==> src/shared/dac_host_defs.svh <==
`ifndef DAC_HOST_DEFS_SVH
`define DAC_HOST_DEFS_SVH

// ---------------------------------------------------------------
// Register offsets (byte addresses, one word each)
// ---------------------------------------------------------------
`define OFS_CTRL        8'h00
`define OFS_CODE_A      8'h04
`define OFS_CODE_B      8'h08
`define OFS_CMD         8'h0c
`define OFS_STATUS      8'h10

// ---------------------------------------------------------------
// Field positions
// ---------------------------------------------------------------
`define CTRL_PAR_BIT    0
`define CMD_GO_A_BIT    0
`define CMD_GO_B_BIT    1
`define CMD_LOAD_BIT    2
`define STAT_BUSY_BIT   0
`define STAT_REFUSE_BIT 1
`define STAT_PEND_LSB   4
`define CODE_MSB        11

// ---------------------------------------------------------------
// Reset values
// ---------------------------------------------------------------
`define RST_CTRL_PAR    1'b0
`define RST_CODE        12'h000

// ---------------------------------------------------------------
// Timing, in ns, and derived cycle counts (least times round up)
// ---------------------------------------------------------------
`define T_CLK_NS        100
`define T_SETUP_NS      100
`define T_STROBE_NS     200
`define T_HOLD_NS       100
`define T_LOAD_NS       200
`define SETUP_CYC       ((`T_SETUP_NS + `T_CLK_NS - 1) / `T_CLK_NS)
`define STROBE_CYC      ((`T_STROBE_NS + `T_CLK_NS - 1) / `T_CLK_NS)
`define HOLD_CYC        ((`T_HOLD_NS + `T_CLK_NS - 1) / `T_CLK_NS)
`define LOAD_CYC        ((`T_LOAD_NS + `T_CLK_NS - 1) / `T_CLK_NS)

`endif

==> src/shared/dac_host_pkg.sv <==
package dac_host_pkg;

  typedef enum logic [2:0] {
    ST_IDLE   = 3'b000,
    ST_SETUP  = 3'b001,
    ST_STROBE = 3'b010,
    ST_HOLD   = 3'b011,
    ST_LOAD   = 3'b100
  } phase_type;

  typedef struct packed {
    logic        ctrl_par;
    logic [11:0] code_a;
    logic [11:0] code_b;
    logic        refused;
    logic [31:0] prdata;
    phase_type   state;
    logic [3:0]  pend;
    logic        both;
    logic        do_load;
    logic [1:0]  step;
    logic [11:0] dac_data;
    logic        sel_low;
    logic        sel_high;
    logic        cs_n;
    logic        wr_n;
    logic        converter_load_strobe_n_n;
    logic        a_n;
    logic        b_n;
  } host_state_type;

  typedef struct packed {
    logic [3:0] cnt;
  } timer_state_type;

endpackage

==> src/verilog/dac_host.sv <==
`timescale 1ns/10ps
`default_nettype none
`include "dac_host_defs.svh"

module dac_host
  import dac_host_pkg::*;
(
  input  wire logic        CLK,                     // Core clock, 10 MHz
  input  wire logic        RSTN,                    // Async reset, active low
  input  wire logic        PSEL,                    // APB select
  input  wire logic        PENABLE,                 // APB access phase
  input  wire logic        PWRITE,                  // APB direction
  input  wire logic [7:0]  PADDR,                   // APB byte address
  input  wire logic [31:0] PWDATA,                  // APB write data
  output logic      [31:0] PRDATA,                  // APB read data
  output logic             PREADY,                  // APB ready
  output logic             PSLVERR,                 // APB error, unmapped
  output logic      [11:0] DAC_DATA,                // Converter data lines
  output logic             LATCH_SELECT_LOW,        // Latch address, low bit
  output logic             LATCH_SELECT_HIGH,       // Latch address, high bit
  output logic             CHIP_SELECT_N,           // Byte mode chip select
  output logic             WRITE_STROBE_N,          // Shared write strobe
  output logic             CONVERTER_LOAD_STROBE_N, // Byte mode load strobe
  output logic             CHANNEL_A_SELECT_N,      // Parallel mode select A
  output logic             CHANNEL_B_SELECT_N       // Parallel mode select B
);

  // ---------------------------------------------------------------
  // Reset release
  // ---------------------------------------------------------------
  logic rst_meta_r;
  logic rst_n;

  always_ff @(posedge CLK or negedge RSTN) begin
    if (!RSTN) begin
      rst_meta_r <= 1'b0;
      rst_n      <= 1'b0;
    end else begin
      rst_meta_r <= 1'b1;
      rst_n      <= rst_meta_r;
    end
  end

  // ---------------------------------------------------------------
  // Phase timer
  // ---------------------------------------------------------------
  host_state_type q;
  host_state_type d;
  logic           t_start;
  logic [3:0]     t_len;
  logic           t_done;

  phase_timer u_timer (
    .clk     (CLK),
    .rst_n   (rst_n),
    .start   (t_start),
    .len     (t_len),
    .expired (t_done)
  );

  function automatic logic [1:0] first_step(input logic [3:0] p);
    if (p[0]) begin
      return 2'h0;
    end else if (p[1]) begin
      return 2'h1;
    end else if (p[2]) begin
      return 2'h2;
    end
    return 2'h3;
  endfunction

  // ---------------------------------------------------------------
  // Bus decode and sequencer
  // ---------------------------------------------------------------
  logic        busy;
  logic        wr_acc;
  logic        rd_setup;
  logic        mapped;
  logic [3:0]  rest;
  logic [11:0] cur_code;
  logic        active;

  assign busy     = (q.state != ST_IDLE);
  assign wr_acc   = PSEL && PENABLE && PWRITE;
  assign rd_setup = PSEL && !PENABLE && !PWRITE;
  assign mapped   = (PADDR == `OFS_CTRL) || (PADDR == `OFS_CODE_A) ||
                    (PADDR == `OFS_CODE_B) || (PADDR == `OFS_CMD) ||
                    (PADDR == `OFS_STATUS);
  assign rest     = q.pend & ~(4'h1 << q.step);

  always_comb begin
    d        = q;
    t_start  = 1'b0;
    t_len    = 4'(`SETUP_CYC);
    cur_code = 12'h000;
    active   = 1'b0;

    // Read data registered in setup so the access phase needs no wait
    if (rd_setup) begin
      d.prdata = 32'h0000_0000;
      case (PADDR)
        `OFS_CTRL:   d.prdata[`CTRL_PAR_BIT] = q.ctrl_par;
        `OFS_CODE_A: d.prdata[`CODE_MSB:0] = q.code_a;
        `OFS_CODE_B: d.prdata[`CODE_MSB:0] = q.code_b;
        `OFS_STATUS: begin
          d.prdata[`STAT_BUSY_BIT]              = busy;
          d.prdata[`STAT_REFUSE_BIT]            = q.refused;
          d.prdata[`STAT_PEND_LSB+3:`STAT_PEND_LSB] = q.pend;
        end
        default:     d.prdata = 32'h0000_0000;
      endcase
    end

    // Settings are frozen while a sequence runs, so pins stay coherent
    if (wr_acc) begin
      case (PADDR)
        `OFS_CTRL: begin
          if (busy) begin
            d.refused = 1'b1;
          end else begin
            d.ctrl_par = PWDATA[`CTRL_PAR_BIT];
          end
        end
        `OFS_CODE_A: begin
          if (busy) begin
            d.refused = 1'b1;
          end else begin
            d.code_a = PWDATA[`CODE_MSB:0];
          end
        end
        `OFS_CODE_B: begin
          if (busy) begin
            d.refused = 1'b1;
          end else begin
            d.code_b = PWDATA[`CODE_MSB:0];
          end
        end
        `OFS_CMD: begin
          if (busy) begin
            d.refused = 1'b1;
          end else if (q.ctrl_par) begin
            d.pend    = {1'b0, PWDATA[`CMD_GO_B_BIT], 1'b0, PWDATA[`CMD_GO_A_BIT]};
            d.both    = PWDATA[`CMD_GO_A_BIT] && PWDATA[`CMD_GO_B_BIT] &&
                        (q.code_a == q.code_b);
            d.do_load = 1'b0;
            if (d.both) begin
              d.pend[2] = 1'b0;
            end
          end else begin
            d.pend    = {PWDATA[`CMD_GO_B_BIT], PWDATA[`CMD_GO_B_BIT],
                         PWDATA[`CMD_GO_A_BIT], PWDATA[`CMD_GO_A_BIT]};
            d.both    = 1'b0;
            d.do_load = PWDATA[`CMD_LOAD_BIT];
          end
          if (!busy && d.pend != 4'h0) begin
            d.state = ST_SETUP;
            d.step  = first_step(d.pend);
            t_start = 1'b1;
          end else if (!busy && d.do_load) begin
            d.state = ST_LOAD;
            t_start = 1'b1;
            t_len   = 4'(`LOAD_CYC);
          end
        end
        `OFS_STATUS: begin
          if (PWDATA[`STAT_REFUSE_BIT]) begin
            d.refused = 1'b0;
          end
        end
        default: begin
        end
      endcase
    end

    case (q.state)
      ST_SETUP: begin
        if (t_done) begin
          d.state = ST_STROBE;
          t_start = 1'b1;
          t_len   = 4'(`STROBE_CYC);
        end
      end
      ST_STROBE: begin
        if (t_done) begin
          d.state = ST_HOLD;
          t_start = 1'b1;
          t_len   = 4'(`HOLD_CYC);
        end
      end
      ST_HOLD: begin
        if (t_done) begin
          d.pend = rest;
          if (rest != 4'h0) begin
            d.state = ST_SETUP;
            d.step  = first_step(rest);
            t_start = 1'b1;
          end else if (q.do_load) begin
            d.state = ST_LOAD;
            t_start = 1'b1;
            t_len   = 4'(`LOAD_CYC);
          end else begin
            d.state = ST_IDLE;
            d.both  = 1'b0;
          end
        end
      end
      ST_LOAD: begin
        if (t_done) begin
          d.state   = ST_IDLE;
          d.do_load = 1'b0;
        end
      end
      default: begin
      end
    endcase

    // Pins follow the next phase, so they leave flip-flops aligned with it
    active   = (d.state == ST_SETUP) || (d.state == ST_STROBE) ||
               (d.state == ST_HOLD);
    cur_code = d.step[1] ? d.code_b : d.code_a;
    d.wr_n   = (d.state != ST_STROBE);
    d.converter_load_strobe_n_n = d.ctrl_par || (d.state != ST_LOAD);
    if (d.ctrl_par) begin
      d.dac_data = active ? cur_code : 12'h000;
      d.cs_n     = 1'b1;
      d.sel_low  = 1'b0;
      d.sel_high = 1'b0;
      d.a_n      = !(active && d.step == 2'h0);
      d.b_n      = !(active && (d.step == 2'h2 || d.both));
    end else begin
      d.cs_n     = !active;
      d.sel_low  = active && d.step[0];
      d.sel_high = active && d.step[1];
      d.a_n      = 1'b1;
      d.b_n      = 1'b1;
      if (!active) begin
        d.dac_data = 12'h000;
      end else if (d.step[0]) begin
        d.dac_data = {8'h00, cur_code[11:8]};
      end else begin
        d.dac_data = {4'h0, cur_code[7:0]};
      end
    end
  end

  always_ff @(posedge CLK or negedge rst_n) begin
    if (!rst_n) begin
      q          <= '0;
      q.ctrl_par <= `RST_CTRL_PAR;
      q.code_a   <= `RST_CODE;
      q.code_b   <= `RST_CODE;
      q.state    <= ST_IDLE;
      q.cs_n     <= 1'b1;
      q.wr_n     <= 1'b1;
      q.converter_load_strobe_n_n   <= 1'b1;
      q.a_n      <= 1'b1;
      q.b_n      <= 1'b1;
    end else begin
      q <= d;
    end
  end

  assign PRDATA                  = q.prdata;
  assign PREADY                  = 1'b1;
  assign PSLVERR                 = PSEL && PENABLE && !mapped;
  assign DAC_DATA                = q.dac_data;
  assign LATCH_SELECT_LOW        = q.sel_low;
  assign LATCH_SELECT_HIGH       = q.sel_high;
  assign CHIP_SELECT_N           = q.cs_n;
  assign WRITE_STROBE_N          = q.wr_n;
  assign CONVERTER_LOAD_STROBE_N = q.converter_load_strobe_n_n;
  assign CHANNEL_A_SELECT_N      = q.a_n;
  assign CHANNEL_B_SELECT_N      = q.b_n;
endmodule

`default_nettype wire

==> src/verilog/phase_timer.sv <==
`timescale 1ns/10ps
`default_nettype none

module phase_timer
  import dac_host_pkg::*;
(
  input  wire logic       clk,     // Core clock
  input  wire logic       rst_n,   // Synchronised reset, active low
  input  wire logic       start,   // Load a new phase length
  input  wire logic [3:0] len,     // Phase length in cycles, at least 1
  output logic            expired  // Last cycle of the phase
);

  timer_state_type q;
  timer_state_type d;

  always_comb begin
    d = q;
    if (start) begin
      d.cnt = 4'(len - 4'h1);
    end else if (q.cnt != 4'h0) begin
      d.cnt = 4'(q.cnt - 4'h1);
    end
  end

  always_ff @(posedge clk or negedge rst_n) begin
    if (!rst_n) begin
      q <= '0;
    end else begin
      q <= d;
    end
  end

  assign expired = (q.cnt == 4'h0);

endmodule

`default_nettype wire
==> config.mk <==
export PLATFORM = sky130hd
export DESIGN_NAME = dac_host
export DESIGN_NICKNAME = d
export VERILOG_FILES = /design/src/shared/dac_host_pkg.sv /design/src/verilog/dac_host.sv /design/src/verilog/phase_timer.sv
export VERILOG_INCLUDE_DIRS = /design/src /design/src/shared
export SDC_FILE = /design/constraint.sdc
export NUM_CORES = 1
export LEC_CHECK = 0
export BUFFER_PORTS_ARGS = -buffer_cell sky130_fd_sc_hd__buf_2
export CAP_MARGIN = 20
export CELL_PAD_IN_SITES_DETAIL_PLACEMENT = 0
export CELL_PAD_IN_SITES_GLOBAL_PLACEMENT = 1
export CORE_ASPECT_RATIO = 0.9
export CORE_MARGIN = 1.5
export CORE_UTILIZATION = 41
export CTS_CLUSTER_DIAMETER = 200
export CTS_CLUSTER_SIZE = 30
export DETAILED_ROUTE_END_ITERATION = 10
export PLACE_DENSITY_LB_ADDON = 0.05
export SLEW_MARGIN = 20
export SYNTH_ARGS = -nofsm -noshare
export SYNTH_HDL_FRONTEND = slang
export SYNTH_SLANG_ARGS = --single-unit
==> constraint.sdc <==
create_clock -name CLK -period 2.9 [get_ports CLK]
set_input_delay 0.58 -clock CLK [delete_from_list [all_inputs] [get_ports CLK]]
set_output_delay 0.58 -clock CLK [all_outputs]
set_load 0.02 [all_outputs]
* Word-level counts from Yosys, hierarchy flattened
Index checks and enable logic that the tools add are counted. Widths: inputs -> output; s select.
Word-level totals: register bits 74, bits of input ports 45, output and inout port bits 53, logic and storage cells 170
Operators by class: $add $sub $neg 2, eq/ne operators 17, shifts and indexed selects 1, muxes and demuxes 87, bitwise gates (word level) 2, reductions and logical operators 40
Operators by type and width (number):
- $mux 12 | 6
- $mux 2 | 17
- $mux 1 | 29
- $mux 4 | 7
- $mux 26 | 1
- $mux 6 | 4
- $mux 8 | 3
- $pmux 4 s3 | 2
- $mux 11 | 2
- $mux 3 | 7
- $eq 8x4->1 const B | 2
- $mux 15 | 1
- $logic_and 1x1->1 | 13
- $eq 12x12->1 | 1
- $eq 3x2->1 const B | 4
- $pmux 3 s4 | 1
- $reduce_bool 4->1 | 3
- $eq 8x3->1 const B | 1
- $eq 8x5->1 const B | 1
- $logic_not 8->1 | 1
- $logic_or 1x1->1 | 8
- $pmux 4 s2 | 1
- $sub 4x1->4 const B | 2
- $logic_not 1->1 | 7
- 22 further kinds | 25

* Depth between registers and ports, before layout
depth after elaboration 27, gate-level depth with buffers 11

* Modules after synthesis
From an unflattened synthesis, not the netlist that was laid out.
Second synthesis, totals: cells, all modules 393, area total of the unflattened synthesis 4036.4 um^2
By module, submodules not included:
- dac_host | instances 1, cells an instance 372, area an instance 3793.6 um^2
- phase_timer | instances 1, cells an instance 21, area an instance 242.7 um^2

* Worst setup path after synthesis
OpenSTA, ideal clock, no wires.
path type register to register, start register q[24] in the netlist's numbering, end register u_timer.q[2] in the netlist's numbering, setup time 0.121 ns, data arrival time 2.445 ns, data required time 2.779 ns, path slack 0.334 ns, cell stages (with the launch flop) 10, cells stage by stage dfrtp_1 clkbuf_1 or4_1 o22ai_1 o21ai_0 a21boi_1 nor3_1 a21o_1 ha_1 a22o_1
On the way: word-level cells in the longest chain between the ends 14
Ends and longest elaborated chain:
- from (decl) | RTL line dac_host.sv:47 | host_state_type q;
- $mux 6 | RTL line dac_host.sv:139 | if (busy) begin
- $mux 6 | RTL line dac_host.sv:116 | case (PADDR)
- $mux 6 | RTL line dac_host.sv:115 | if (wr_acc) begin
- $reduce_bool 4->1 | RTL line dac_host.sv:155 | if (!busy && d.pend != 4'h0) begin
- $logic_and 1x1->1 | RTL line dac_host.sv:155
- $mux 2 | RTL line dac_host.sv:155
- $mux 2 | RTL line dac_host.sv:116
- $mux 2 | RTL line dac_host.sv:115
- $mux 4 | RTL line dac_host.sv:197 | end else if (q.do_load) begin
- $mux 4 | RTL line dac_host.sv:193 | if (rest != 4'h0) begin
- $mux 4 | RTL line dac_host.sv:191 | if (t_done) begin
- $pmux 4 s3 | RTL line dac_host.sv:175 | case (q.state)
- $sub 4x1->4 | RTL line phase_timer.sv:20 | d.cnt = 4'(len - 4'h1);
- $mux 4 | RTL line phase_timer.sv:19 | if (start) begin
- to (signal assigned) | RTL line phase_timer.sv:28 | q <= '0;
- to (signal assigned) | RTL line phase_timer.sv:30 | q <= d;
- to (decl) | RTL line phase_timer.sv:14 | timer_state_type q;
Several ways; a longest one is shown, not always the timed one. The select of a mux whose other input is x is not followed. A chain may end at the register's enable or synchronous reset.

==> report_table.html <==
<table>
<tr><th>Metric</th><th>Value</th></tr>
<tr><th colspan="2">Setup path</th></tr>
<tr><td>Arrival time worst endpoint</td><td>2950 ps</td></tr>
<tr><td>Req. time, crit path</td><td>3110 ps</td></tr>
<tr><td>Worst reg2reg path startpoint</td><td>u_timer.q[1]$_DFFE_PN0P_</td></tr>
<tr><td>Setup slack of the most critical reg-to-reg path</td><td>160 ps</td></tr>
<tr><td>Critical-path maximum fanout</td><td>16</td></tr>
<tr><td>Worst R2R End</td><td>DAC_DATA[1]$_DFF_PN0_</td></tr>
<tr><td>Kind of end point of the critical path</td><td>flip-flop</td></tr>
<tr><td>Worst r2r path cells</td><td>6</td></tr>
<tr><td>Type of origin of the critical path</td><td>flip-flop</td></tr>
<tr><td>Start-to-end type of the worst setup path</td><td>reg2reg</td></tr>
<tr><td>Timing startpoint of the critical path</td><td>u_timer.q[1]$_DFFE_PN0P_</td></tr>
<tr><th colspan="2">STA</th></tr>
<tr><td>RSZ-0062 raised after global routing</td><td>no</td></tr>
<tr><td>Final-report hold violation count</td><td>0</td></tr>
<tr><td>Worst path setup slack after routing</td><td>158.8 ps</td></tr>
<tr><td>Minimum clock period after layout</td><td>2741 ps</td></tr>
<tr><td>Clock Skews</td><td>15.23 ps</td></tr>
<tr><td>Slew Limit Fails</td><td>0</td></tr>
<tr><td>Slew at the pin closest to its max-slew limit</td><td>566.4 ps</td></tr>
<tr><td>Rel. slew slack</td><td>0.6195</td></tr>
<tr><td>Final clock period utilization by the worst path</td><td>0.9452</td></tr>
<tr><td>Number of endpoints failing setup at the final stage</td><td>0</td></tr>
<tr><td>Setup TNS after final layout</td><td>0 ps</td></tr>
<tr><td>Maximum frequency from static timing analysis</td><td>364.8 MHz</td></tr>
<tr><th colspan="2">Layout</th></tr>
<tr><td>Layout overhead on the synthesized area</td><td>13.48%</td></tr>
<tr><td>Antenna fix cells</td><td>0</td></tr>
<tr><td>Fin util</td><td>0.4777</td></tr>
<tr><td>Fillcell total</td><td>986</td></tr>
<tr><td>Total Nets Final</td><td>510</td></tr>
<tr><td>Reg area</td><td>1859 um2</td></tr>
<tr><td>Multi-input gate area</td><td>1824 um2</td></tr>
<tr><td>Layout cells sized above 1</td><td>0.2921</td></tr>
<tr><th colspan="2">Clock network</th></tr>
<tr><td>TritonCTS Sinks</td><td>74</td></tr>
<tr><td>Hold-fix buffers at CTS</td><td>1</td></tr>
<tr><td>Clock tree from TritonCTS</td><td>built</td></tr>
<tr><td>Deepest level of the CTS H-tree</td><td>3</td></tr>
<tr><td>Clock Tree Root</td><td>sky130_fd_sc_hd__clkbuf_8</td></tr>
<tr><td>Resized cells post-CTS</td><td>0</td></tr>
<tr><td>Clk_lat worst skew</td><td>360 ps</td></tr>
<tr><td>Clock transition time at the flip-flop clock pins of the worst setup and hold paths</td><td>90 ps</td></tr>
<tr><td>Total clock buffers created by CTS</td><td>9</td></tr>
<tr><td>Maximum number of buffers from clock root to sink</td><td>2</td></tr>
<tr><td>Post-CTS setup buffer count</td><td>0</td></tr>
<tr><th colspan="2">Floorplanning</th></tr>
<tr><td>Cell row count</td><td>34</td></tr>
<tr><td>Starting density of the core</td><td>0.4210</td></tr>
<tr><td>Total Die Area</td><td>10480 um2</td></tr>
<tr><td>I/O pin count</td><td>98</td></tr>
<tr><td>Area inside the core boundary</td><td>9614 um2</td></tr>
<tr><td>Die width</td><td>107.7 um</td></tr>
<tr><td>Die Height</td><td>97.26 um</td></tr>
<tr><th colspan="2">GRT</th></tr>
<tr><td>Global route overflow</td><td>0</td></tr>
<tr><td>Global-route wire length before repair</td><td>16.56 mm</td></tr>
<tr><td>Antenna violations before repair</td><td>0</td></tr>
<tr><td>Number of global-route vias before repair</td><td>2947</td></tr>
<tr><td>Global Route Usage Sum</td><td>0.2069</td></tr>
<tr><td>Pin count of the biggest net entering global routing</td><td>53</td></tr>
<tr><th colspan="2">Outcome</th></tr>
<tr><td>Status</td><td>completed</td></tr>
<tr><th colspan="2">Power and ir drop</th></tr>
<tr><td>Total net switching power</td><td>0.0009211 W</td></tr>
<tr><td>Fraction of power consumed by combinational cells</td><td>0.259</td></tr>
<tr><td>Leakage power total</td><td>2.179 nW</td></tr>
<tr><td>Fraction of power consumed by sequential logic</td><td>0.430</td></tr>
<tr><td>Internal Dissipation</td><td>0.001808 W</td></tr>
<tr><td>Power density normalized to cell area</td><td>594.1 nW/um2</td></tr>
<tr><td>Switching power share of the total</td><td>0.3375</td></tr>
<tr><td>Clock power share</td><td>0.311</td></tr>
<tr><td>Peak supply drop</td><td>0.0003710 V</td></tr>
<tr><th colspan="2">Placed design</th></tr>
<tr><td>Detail Placement HPWL</td><td>7.570 mm</td></tr>
<tr><td>DP Worst Slack</td><td>51.24 ps</td></tr>
<tr><td>Number of port buffers</td><td>56</td></tr>
<tr><td>Weighted congestion reported at the end of routability-driven placement</td><td>0.7866</td></tr>
<tr><th colspan="2">Synthesis</th></tr>
<tr><td>Synth Cell Area</td><td>4048 um2</td></tr>
<tr><td>Number of flops mapped to enable cells by yosys</td><td>0</td></tr>
<tr><td>Async set-reset flop share out of synthesis</td><td>1.000</td></tr>
<tr><td>Top cells by count, synth</td><td>sky130_fd_sc_hd__dfrtp_1 (69), sky130_fd_sc_hd__buf_4 (45), sky130_fd_sc_hd__nor2_1 (41)</td></tr>
<tr><td>Cells after synthesis</td><td>412</td></tr>
<tr><td>Syn avg cell area</td><td>9.824 um2</td></tr>
<tr><td>Number of storage elements in the synthesis netlist</td><td>74</td></tr>
<tr><td>Most used flip-flop cell after synthesis</td><td>sky130_fd_sc_hd__dfrtp_1</td></tr>
<tr><td>Synth area leader</td><td>sky130_fd_sc_hd__dfrtp_1</td></tr>
<tr><td>Largest cells by area after synthesis</td><td>sky130_fd_sc_hd__dfrtp_1 (43%), sky130_fd_sc_hd__buf_4 (8.3%), sky130_fd_sc_hd__mux2_2 (7.0%)</td></tr>
<tr><td>Most numerous cell in the Yosys netlist</td><td>sky130_fd_sc_hd__dfrtp_1</td></tr>
<tr><td>Ys Warns</td><td>0</td></tr>
<tr><td>Distinct cell type count after synthesis</td><td>62</td></tr>
<tr><td>Share of the synthesized area in the top cell type</td><td>0.4266</td></tr>
<tr><td>Sequential share of the synthesized area</td><td>0.4590</td></tr>
<tr><th colspan="2">Routing</th></tr>
<tr><td>Detail-routed via count per cell</td><td>5.333</td></tr>
<tr><td>Routed Wire Length</td><td>10.19 mm</td></tr>
<tr><td>DR iter-0 viols</td><td>256</td></tr>
<tr><td>Total number of vias</td><td>3173</td></tr>
<tr><td>Average wire length per cell after detail routing</td><td>17.12 um</td></tr>
<tr><td>Antenna viol nets, final</td><td>0</td></tr>
<tr><td>Post-route DRC</td><td>0</td></tr>
<tr><td>Number of detailed-route iterations in the first pass</td><td>5</td></tr>
<tr><th colspan="2">Min path</th></tr>
<tr><td>Min-Delay Path Class</td><td>reg2async</td></tr>
<tr><th colspan="2">Job</th></tr>
<tr><td>Max-cap viol count</td><td>0</td></tr>
</table>
power by group through the flow:
stage               registers [W]  clock network [W]  logic, W
finish                    0.00117           0.000850  0.000706
global route              0.00118           0.000910  0.000785
CTS                       0.00117           0.000875  0.000710
detailed placement        0.00119                  0  0.000705
global placement          0.00119                  0  0.000700
floorplan                 0.00121                  0  0.000457
state kept, by name (all words and copies together), names as in the netlist, 4 cells and up:
| name | cells |
|---|---|
| DAC_DATA | 12 |
| q | 37 |
| PRDATA | 12 |
| u_timer.q | 4 |
per-layer routing:
metal	vias up	share of wire	GRT usage
met5	-	0	0
met4	0	0.014	0.05769
met3	10	0.057	0.04225
met2	112	0.40	0.2744
met1	1527	0.53	0.3346
li1	1524	-	-
stage by stage:
step	hold WS, ps	std cells	area (um2)	power [W]
2_1_floorplan	284.4	432	4123	0.001668
3_3_place_gp	241.0	578	4377	0.001889
3_5_place_dp	246.5	578	4377	0.001897
4_1_cts	252.2	595	4593	0.002758
5_1_grt	279.1	595	4593	0.002879
6_report	227.8	595	4593	0.002729
cell families (layout without fill, tap and decap cells):
kind of cell	Yosys count	after routing	share of synthesized area
XOR/XNOR	14	14	0.03029
AND/OR/NAND/NOR	133	133	0.1660
AO/OA/AOI/OAI	88	88	0.1490
flip-flops	74	74	0.4590
multiplexers	30	30	0.08192
other	2	22	0.001855
buffers and inverters	70	107	0.1088
adder cells (fa/ha/maj)	1	1	0.003091
layout by cell type, fill, tap and decap left out, drive strengths merged, types with 4 or more instances in the layout:
cell     n
a21oi   13
a22o     4
a22oi    6
a41oi    4
buf     82
clkbuf   9
conb    22
dfrtp   69
dfstp    5
inv     11
mux2    25
mux2i    5
nand2   31
nand2b   4
nand3    7
nand4    6
nor2    42
nor3    11
nor4     9
o211ai   4
o21ai   29
o31ai    4
o32ai    4
or3      4
xnor2   14
worst max-delay path, stage by stage, from the launching register on:
cell	delay, ps
sky130_fd_sc_hd__dfrtp_1	420
sky130_fd_sc_hd__or4_4	570
sky130_fd_sc_hd__or3_1	360
sky130_fd_sc_hd__or3_4	380
sky130_fd_sc_hd__a31o_4	310
sky130_fd_sc_hd__o31ai_1	380
sky130_fd_sc_hd__o32ai_1	170
area by class of cell:
class / count / area share
Sequential cell: 74 / 0.4048
Multi-Input combinational cell: 288 / 0.3972
Timing Repair Buffer: 83 / 0.1111
Tap cell: 126 / 0.03432
Clock buffer: 9 / 0.02697
Clock inverter: 7 / 0.01798
Inverter: 8 / 0.007627
worst max path at each step:
stage	endpoint	slack, ps	cells past startpoint
after global placement	DAC_DATA[3]$_DFF_PN0_	140	8
after global routing	DAC_DATA[1]$_DFF_PN0_	50	6
after detailed placement	u_timer.q[2]$_DFFE_PN0P_	50	10
final	DAC_DATA[1]$_DFF_PN0_	160	6
after floorplan	u_timer.q[2]$_DFFE_PN0P_	330	9
after CTS	DAC_DATA[1]$_DFF_PN0_	180	6
(Power assumes the default switching activity.)
